==> config.mk <==
export PLATFORM = sky130hd
export DESIGN_NAME = xfer_exec
export DESIGN_NICKNAME = d
export VERILOG_FILES = /design/src/include/xfer_pkg.sv /design/src/rtl/xfer_exec.sv /design/src/rtl/y_step.sv
export SDC_FILE = /design/constraint.sdc
export NUM_CORES = 1
export LEC_CHECK = 0
export BUFFER_PORTS_ARGS = -buffer_cell sky130_fd_sc_hd__clkbuf_2
export CORE_UTILIZATION = 39
export CTS_CLUSTER_SIZE = 40
export DETAILED_ROUTE_END_ITERATION = 10
export PLACE_DENSITY = 0.77
export SLEW_MARGIN = 10
export SYNTH_ARGS = -nofsm -noshare
export SYNTH_HDL_FRONTEND = slang
export SYNTH_HIERARCHICAL = 1
export SYNTH_SLANG_ARGS = --single-unit
==> constraint.sdc <==
create_clock -name ref_clk -period 2.5 [get_ports ref_clk]
set_input_delay 0.375 -clock ref_clk [delete_from_list [all_inputs] [get_ports ref_clk]]
set_output_delay 0.375 -clock ref_clk [all_outputs]
set_load 0.05 [all_outputs]
==> src/include/xfer_pkg.sv <==
// Package: opcodes, field positions and reset values for the transfer unit
package xfer_pkg;

  // ------------------------------------------------------------------
  // Instruction word layout (10-bit)
  // ------------------------------------------------------------------
  localparam int IW = 10;

  // Operation selector presented by the fetch stage
  typedef enum logic [3:0] {
    OP_NOP,
    OP_TDA,    // D  -> A[2:0]
    OP_TZA,    // Z  -> A[1:0]
    OP_TXA,    // X  -> A
    OP_TSA,    // stack pointer -> A[2:0]
    OP_LOAD_XY,    // x,y immediates -> X,Y
    OP_LZ,     // z immediate -> Z
    OP_INY,
    OP_DEY,
    OP_TAM,    // RAM -> A, X ^= j
    OP_XAM,    // swap, X ^= j
    OP_XAMD,   // swap, X ^= j, Y--
    OP_XAMI,   // swap, X ^= j, Y++
    OP_TMA     // A -> RAM, X ^= j
  } op_e;

  // Immediate field positions within the instruction word
  localparam int J_LSB  = 0;
  localparam int Y_LSB  = 0;
  localparam int X_LSB  = 4;
  localparam int Z_LSB  = 0;

  // Reset values
  localparam logic [3:0] A_RST = 4'h0;
  localparam logic [3:0] X_RST = 4'h0;
  localparam logic [3:0] Y_RST = 4'h0;
  localparam logic [1:0] Z_RST = 2'h0;

  // Wrap values that trigger a skip
  localparam logic [3:0] Y_INC_WRAP = 4'h0;
  localparam logic [3:0] Y_DEC_WRAP = 4'hF;

endpackage

==> src/rtl/xfer_exec.sv <==
// Execution unit for register transfer and RAM address instructions
// Function
// - D register into accumulator bits two-zero
// - Z register into accumulator bits one-zero
// - X register copied whole into accumulator
// - Stack pointer into accumulator bits two-zero
// - XY load writes x and y immediates
// - Consecutive XY loads after first are skipped
// - Z load writes z immediate into Z
// - Y increment; skip next when Y becomes zero
// - Y decrement; skip next when Y becomes fifteen
// - RAM to accumulator, then X xor j
// - Swap accumulator and RAM, X xor j
// - Swap, X xor j, decrement Y, skip
// - Swap, X xor j, increment Y, skip
// - Accumulator to RAM, then X xor j
`timescale 1ns/1ns
module xfer_exec (
  // Clock and reset
  input  wire logic           ref_clk,
  input  wire logic           rst,
  // Instruction from fetch stage, one per exec_en
  input  wire logic           exec_en,
  input  wire xfer_pkg::op_e  op,
  input  wire logic [9:0]     instr,
  // Other CPU state sources
  input  wire logic [2:0]     d_val,
  input  wire logic [2:0]     stack_pointer,
  input  wire logic [3:0]     a_ext,
  input  wire logic           a_ext_we,
  // RAM nibble at the data pointer
  input  wire logic [3:0]     ram_at_data_pointer,
  output logic                ram_we,
  output logic      [3:0]     ram_wdata,
  // Architectural registers
  output logic      [3:0]     acc,
  output logic      [3:0]     x_out,
  output logic      [3:0]     y_out,
  output logic      [1:0]     z_out,
  // Skip status of the next instruction
  output logic                skip_pending
);

  // ------------------------------------------------------------------
  // State
  // ------------------------------------------------------------------
  logic [3:0] a_reg, a_next;
  logic [3:0] x_reg, x_next;
  logic [3:0] y_reg, y_next;
  logic [1:0] z_reg, z_next;
  logic       skip_reg, skip_next;
  logic       last_load_xy_reg;
  logic       ram_we_reg;
  logic [3:0] ram_wdata_reg;

  // ------------------------------------------------------------------
  // Decode
  // ------------------------------------------------------------------
  wire [3:0] imm_j = instr[xfer_pkg::J_LSB +: 4];
  wire [3:0] imm_x = instr[xfer_pkg::X_LSB +: 4];
  wire [3:0] imm_y = instr[xfer_pkg::Y_LSB +: 4];
  wire [1:0] imm_z = instr[xfer_pkg::Z_LSB +: 2];

  // One strobe per operation keeps the selects below flat
  wire op_nop   = (op == xfer_pkg::OP_NOP);
  wire op_tda   = (op == xfer_pkg::OP_TDA);
  wire op_tza   = (op == xfer_pkg::OP_TZA);
  wire op_txa   = (op == xfer_pkg::OP_TXA);
  wire op_tsa   = (op == xfer_pkg::OP_TSA);
  wire op_ld_xy = (op == xfer_pkg::OP_LOAD_XY);
  wire op_lz    = (op == xfer_pkg::OP_LZ);
  wire op_iny   = (op == xfer_pkg::OP_INY);
  wire op_dey   = (op == xfer_pkg::OP_DEY);
  wire op_tam   = (op == xfer_pkg::OP_TAM);
  wire op_xam   = (op == xfer_pkg::OP_XAM);
  wire op_xamd  = (op == xfer_pkg::OP_XAMD);
  wire op_xami  = (op == xfer_pkg::OP_XAMI);
  wire op_tma   = (op == xfer_pkg::OP_TMA);

  wire is_load_xy  = op_ld_xy;
  wire load_xy_run = is_load_xy && last_load_xy_reg;
  // Skipped slots still pass through and commit nothing, except a_ext into A in a repeated XY load slot
  wire live    = exec_en && !skip_reg && !load_xy_run;
  wire is_dec  = op_dey || op_xamd;
  wire is_y    = is_dec || op_iny || op_xami;
  wire is_xj   = op_tam || op_xam || op_xamd || op_xami || op_tma;
  wire is_swap = op_xam || op_xamd || op_xami;
  wire is_wr   = is_swap || op_tma;
  // Write strobe lands with the new accumulator, one edge later
  wire ram_we_next = live && is_wr;

  wire [3:0] y_stepped;
  wire       y_wrap;

  y_step u_y_step (
    .y_in    (y_reg),
    .down    (is_dec),
    .y_out   (y_stepped),
    .wrapped (y_wrap)
  );

  // ------------------------------------------------------------------
  // Next-state selection
  // ------------------------------------------------------------------
  always_comb begin
    a_next    = a_reg;
    x_next    = x_reg;
    y_next    = y_reg;
    z_next    = z_reg;
    skip_next = 1'b0;
    if (live) begin
      unique case (op)
        xfer_pkg::OP_TDA: a_next = {1'b0, d_val};
        xfer_pkg::OP_TZA: a_next = {2'b00, z_reg};
        xfer_pkg::OP_TXA: a_next = x_reg;
        xfer_pkg::OP_TSA: a_next = {1'b0, stack_pointer};
        xfer_pkg::OP_LOAD_XY: begin
          x_next = imm_x;
          y_next = imm_y;
        end
        xfer_pkg::OP_LZ:  z_next = imm_z;
        xfer_pkg::OP_TAM: a_next = ram_at_data_pointer;
        xfer_pkg::OP_XAM,
        xfer_pkg::OP_XAMD,
        xfer_pkg::OP_XAMI: a_next = ram_at_data_pointer;
        default: a_next = a_reg;
      endcase
      if (is_xj)
        x_next = x_reg ^ imm_j;
      if (is_y) begin
        y_next    = y_stepped;
        skip_next = y_wrap;
      end
    end else if (exec_en && !skip_reg && a_ext_we) begin
      a_next = a_ext;
    end
    // Other units may load A in an unskipped empty slot or in a repeated XY load slot
    if (live && a_ext_we && op_nop)
      a_next = a_ext;
  end

  // ------------------------------------------------------------------
  // Registers
  // ------------------------------------------------------------------
  always_ff @(posedge ref_clk) begin
    if (rst) begin
      a_reg <= xfer_pkg::A_RST;
    end else begin
      a_reg <= a_next;
    end
  end

  always_ff @(posedge ref_clk) begin
    if (rst) begin
      x_reg <= xfer_pkg::X_RST;
    end else begin
      x_reg <= x_next;
    end
  end

  always_ff @(posedge ref_clk) begin
    if (rst) begin
      y_reg <= xfer_pkg::Y_RST;
    end else begin
      y_reg <= y_next;
    end
  end

  always_ff @(posedge ref_clk) begin
    if (rst) begin
      z_reg <= xfer_pkg::Z_RST;
    end else begin
      z_reg <= z_next;
    end
  end

  always_ff @(posedge ref_clk) begin
    if (rst) begin
      skip_reg <= 1'b0;
    end else if (exec_en) begin
      skip_reg <= skip_next;
    end
  end

  always_ff @(posedge ref_clk) begin
    if (rst) begin
      last_load_xy_reg <= 1'b0;
    end else if (exec_en) begin
      last_load_xy_reg <= is_load_xy;
    end
  end

  always_ff @(posedge ref_clk) begin
    if (rst) begin
      ram_we_reg <= 1'b0;
    end else begin
      ram_we_reg <= ram_we_next;
    end
  end

  // Old accumulator goes to RAM on both swap and store
  always_ff @(posedge ref_clk) begin
    if (rst) begin
      ram_wdata_reg <= 4'h0;
    end else begin
      ram_wdata_reg <= a_reg;
    end
  end

  // ------------------------------------------------------------------
  // Outputs
  // ------------------------------------------------------------------
  assign acc          = a_reg;
  assign x_out        = x_reg;
  assign y_out        = y_reg;
  assign z_out        = z_reg;
  assign skip_pending = skip_reg;
  assign ram_we       = ram_we_reg;
  assign ram_wdata    = ram_wdata_reg;

endmodule

==> src/rtl/y_step.sv <==
// Y counter step unit with wrap detection for the skip decision
`timescale 1ns/1ns
module y_step (
  // Operand
  input  wire logic [3:0] y_in,
  input  wire logic       down,
  // Result
  output logic      [3:0] y_out,
  output logic            wrapped
);

  assign y_out   = down ? 4'(y_in - 4'h1) : 4'(y_in + 4'h1);
  assign wrapped = down ? (y_out == xfer_pkg::Y_DEC_WRAP)
                        : (y_out == xfer_pkg::Y_INC_WRAP);

endmodule

Word level (Yosys, flattened, before mapping):

Cells that the tools add are included.

* add/subtract/negate cells: 2
* equality and inequality tests: 15
* mux-type cells: 12
* bitwise logic cells: 1
* reductions and logical operators: 29

Operators by type and width (count)
* $mux W4: 8
* $eq A4 B4 Y1 const B: 7
* $pmux W4 S5: 1
* $eq A4 B3 Y1 const B: 4
* $logic_or A1 B1 Y1: 10
* $eq A4 B2 Y1 const B: 2
* $logic_not A4 Y1: 2
* $reduce_and A2 Y1: 4
* $logic_and A1 B1 Y1: 7
* $ne A7 B6 Y1 const B: 1
* $add A4 B1 Y4 const B: 1
* $eq A4 B1 Y1 const B: 1
* $reduce_bool A2 Y1: 2
* $reduce_or A4 Y1: 1
* $sub A4 B1 Y4 const B: 1
* $xor A4 B4 Y4: 1
* $mux W1: 3
* $reduce_bool A3 Y1: 1
* $logic_not A1 Y1: 2

* flip-flop bits (word level): 21
* input port bits: 32
* output and inout port bits: 20
* word-level logic and storage cells: 67

Logic depth before layout (Yosys ltp):

* word-level depth: 8
* gate-level depth with buffers: 11
* gate-level depth less buffers: 10

Modules after synthesis:

The synthesis kept the hierarchy.

By module, submodules not included
* xfer_exec: instances 1, cells each 157, area an instance 1333.8 µm², sequential area each 420.4 µm²
* y_step: instances 1, cells each 20, area an instance 176.4 µm², sequential area each 0.0 µm²

Worst setup path before layout:

Ideal clock, no wire load.

* path type: in2reg
* from: input port op[3]
* to: register skip_reg (netlist: skip_pending)
* library setup time: 0.070 ns
* arrival time: 2.453 ns
* required time: 2.430 ns
* setup slack: -0.023 ns
* stages: 10
* cell sequence: buf_2 > buf_2 > nor3b_1 > inv_1 > fa_1 > xnor2_1 > or3b_1 > a2bb2oi_2 > nand3_1 > a21oi_1

* word-level cells in the longest chain between the ends: 7

RTL lines
* from (decl): RTL line xfer_exec.sv:24 `input wire xfer_pkg::op_e op,`
* $eq A4 B4 Y1 (on tied branches): RTL line xfer_exec.sv:73, xfer_exec.sv:76
* $logic_or A1 B1 Y1 *: RTL line xfer_exec.sv:84 `wire is_dec = op_dey || op_xamd;`
* named net is_dec: RTL line xfer_exec.sv:84
* $mux W4 *: RTL line y_step.sv:12 `assign y_out = down ? 4'(y_in - 4'h1) : 4'(y_in + 4'h1);`
* named net y_stepped[2]: RTL line xfer_exec.sv:92 `wire [3:0] y_stepped;`
* $eq A4 B4 Y1 / $logic_not A4 Y1 (equally long branches): RTL line y_step.sv:13, y_step.sv:14
* $mux W1 *: RTL line y_step.sv:13 `assign wrapped = down ? (y_out == xfer_pkg::Y_DEC_WRAP)`
* named net y_wrap: RTL line xfer_exec.sv:93 `wire y_wrap;`
* $mux W1 *: RTL line xfer_exec.sv:130 `if (is_y) begin`
* $mux W1 *: RTL line xfer_exec.sv:111 `if (live) begin`
* to (signal assigned): RTL line xfer_exec.sv:181 `skip_reg <= skip_next;`
* to (decl): RTL line xfer_exec.sv:51 `logic skip_reg, skip_next;`

The timed path passes the listed nets; every way through them passes the cells marked *.
A chain may end at the register's enable or synchronous reset.

Worst setup path in the final report:

* from: input port op[1]
* to: register skip_reg (netlist: skip_pending)

The elaborated chain is that of the path after synthesis.

==> metrics.cfg <==
[timing]
slew_headroom_pct = 70.9
fin_crit_ps = 2130
fin_worst_skew_ps = 1.67
holdWs_ps = 353
rsz0062_at_grt = false
tightest_slew_ps = 436
final_max_slew_viol_count = 0
fin_crit_sh_pct = 85.3
setup_viol = 0
hold_viol_final = 0
tns_ps = 0
fmax_mhz = 469

[power]
p_per_area_mw_per_mm2 = 460
p_comb_share_pct = 31.4
swShare_pct = 34.3
p_sw_w = 0.000296
p_clk_share_pct = 26.4
leakage_nw = 0.841
ir_drop_v = 0.000148
seqPwrFrac_pct = 42.2
power.internal_w = 0.000568

[global_route]
antenna_found_initial = 0
grt_max_degree = 23
grt_pass1_wl_um = 6040
grt_overflow = 0
grt_use_total_pct = 18.9
grt_pass1_vias = 1378

[detailed_routing]
drc = 0
dr.pass1.iters = 4
drt_wl_total_um = 3590
ant_nets = 0
drt_first_iter_violations = 82
num_vias = 1436
viasPerCell = 5.18
routedWlPerCell_um = 12.9

[final_layout]
nFillCells = 369
nets = 267
syn2layout_area_growth_pct = 24.4
num_antenna_cells = 0
multi_input_area_mm2 = 0.00101
register_area_um2 = 420
drive_above_1_share_pct = 31.9

[synthesis]
yosysWarnings = 6
seq_area_frac_synth_pct = 27.8
syn_area_per_cell_um2 = 8.53
postSynthCellCount = 177
synth_edf_count = 0
synth.distinct_cells = 56
ys_seq_elements = 21
netlist_area_mm2 = 0.00151
syn_nets = 214
async_reset_ff_share_pct = 0
synth-main-ff-cell = dfxtp_1

[critical_path]
reg2regPathDepth = 7
cp.depth = 11
critPathMaxFanout = 3
cp_top_family = simple AND/OR/NAND/NOR gates
cp.arrival_ps = 2330
crit_type = primary input to flip-flop
critical_path.endpoint_type = flip-flop
cpMaxStageDelayCell = fa_1
path_buf_inv = 2
critPathRequiredTime_ps = 2690
crit_chain = clkbuf_2 -> nand2_1 -> nor2b_1 -> nor3b_2 -> inv_1 -> fa_1 -> xnor2_1 -> or3b_1 -> a2bb2oi_2 -> nand3_1 -> a21oi_1
cp-start-kind = primary input
cp_slowest_stage_delay_ps = 390

[cts]
holdBufCountCts = 0
cts_htree_levels = 1
clock_latency_ps = 260
cts_tree = yes
cts-root-buf = clkbuf_8
cts_buffers = 3
cts_setup_buffers = 0
clockBufferDepth = 2
cts.clk_slew.worst_paths_ps = 80
clock_sinks = 21
post_cts_resized = 0

[run]
cap_violations = 0

[die]
io_pins = 52
die_x_um = 64.2
row_count = 22
die_h_um = 64.2
dieArea_mm2 = 0.00412
start_util_pct = 40.9
core_area_mm2 = 0.00369

[placed_design]
portBuffers = 49
hpwl_um = 2810
place_congestion = 0.802

[min_path]
hold_depth = 3
hold_path_class = primary input to flip-flop

[status]
status = finished clean

[placed cells by master (no fill, tap or decap), types with 2 or more instances in the layout]
master / count
and2b_1: 3
nand3b_1: 4
ha_1: 4
a21o_1: 4
and3_1: 2
clkbuf_8: 3
nor2_1: 19
o21ai_0: 4
o211ai_1: 4
nand2b_1: 2
nand2_1: 13
a211oi_1: 4
xnor2_1: 2
clkbuf_2: 49
inv_1: 9
nand3_1: 4
dfxtp_1: 21
o21ai_1: 4
nor2b_1: 9
a21oi_1: 10
mux2i_1: 7
buf_4: 8
a311oi_1: 3
o21a_1: 3
[cell type report]
class                   instances  share of cell area (%)
inverters                       9                    1.80
well taps                      48                    3.20
repair buffers                 57                    16.3
flip-flops and latches         21                    22.4
multi-input cells             138                    54.0
clock buffers                   4                    2.40
[power groups by stage]
stage	registers (W)	clock network (W)	logic [W]
floorplan	0.000429	0	0.000137
global placement	0.000373	0	0.000267
detailed placement	0.000373	0	0.000271
CTS	0.000365	0.000233	0.000271
global route	0.000367	0.000254	0.000296
finish	0.000365	0.000228	0.000271
[worst paths after layout]
check                                            from                         to  slack [ps]
worst min register to register    acc[2]$_SDFFE_PP0P_    ram_wdata[2]$_SDFF_PP0_         460
worst max-delay path                            op[1]  skip_pending$_SDFFE_PP0P_         370
worst min-delay path                         a_ext[0]        acc[0]$_SDFFE_PP0P_         350
worst max register to register  y_out[0]$_SDFFE_PP0P_  skip_pending$_SDFFE_PP0P_         600
[through the flow]
step	std cells	cell area, µm²	setup WS (ps)	util, %	power, W
finish	277	1880	367	50.9	0.000864
global placement	273	1830	176	49.7	0.000640
detailed placement	273	1830	106	49.7	0.000644
floorplan	177	1520	146	-	0.000566
CTS	277	1880	391	50.9	0.000870
global route	277	1880	226	50.9	0.000917
[tightest hold or removal path, cell delays in order]
cell	delay (ps)
clkbuf_2	80
nand2_1	50
a311oi_1	80
[cell usage after synthesis, types with 2 or more instances]
| cell type | instances | share of area (%) |
|---|---|---|
| a21o_1 | 4 | 2.0 |
| buf_2 | 5 | 1.7 |
| nand3_1 | 4 | 1.3 |
| a311oi_1 | 3 | 1.7 |
| nor2b_1 | 9 | 3.7 |
| xnor2_1 | 2 | 1.2 |
| o211ai_1 | 4 | 2.0 |
| nor2_1 | 19 | 4.7 |
| nor3b_1 | 2 | 0.99 |
| nand2b_1 | 2 | 0.83 |
| nand2_1 | 13 | 3.2 |
| dfxtp_1 | 21 | 28 |
| ha_1 | 4 | 3.3 |
| and3_1 | 2 | 0.83 |
| o21ai_1 | 4 | 1.3 |
| and2b_1 | 3 | 1.5 |
| a211oi_1 | 4 | 2.0 |
| a21oi_1 | 10 | 3.3 |
| nand3b_1 | 4 | 2.0 |
| mux2i_1 | 7 | 4.6 |
| inv_1 | 9 | 2.2 |
| clkbuf_1 | 3 | 0.75 |
| o21a_1 | 3 | 1.5 |
| o21ai_0 | 4 | 1.3 |
[layer usage]
| metal | GRT usage (%) | part of all wire, % | up-vias |
|---|---|---|---|
| met3 | 3.04 | 4.7 | 5 |
| met4 | 7.50 | 1.8 | 0 |
| met2 | 31.9 | 47 | 42 |
| li1 | - | - | 739 |
| met1 | 23.8 | 46 | 650 |
| met5 | 0 | 0 | - |
[logic make-up (layout without fill, tap and decap cells)]
| kind of cell | after synthesis | after routing | share of synthesized area, % |
|---|---|---|---|
| multiplexers | 7 | 7 | 4.64 |
| adder cells (fa/ha/maj) | 5 | 5 | 4.64 |
| flip-flops | 21 | 21 | 27.8 |
| XOR/XNOR | 4 | 4 | 3.23 |
| AND/OR/NAND/NOR | 70 | 70 | 26.0 |
| buffers and inverters | 18 | 70 | 5.38 |
| AO/OA/AOI/OAI | 52 | 52 | 28.3 |
Note: power is estimated with default switching activity, not from simulation.
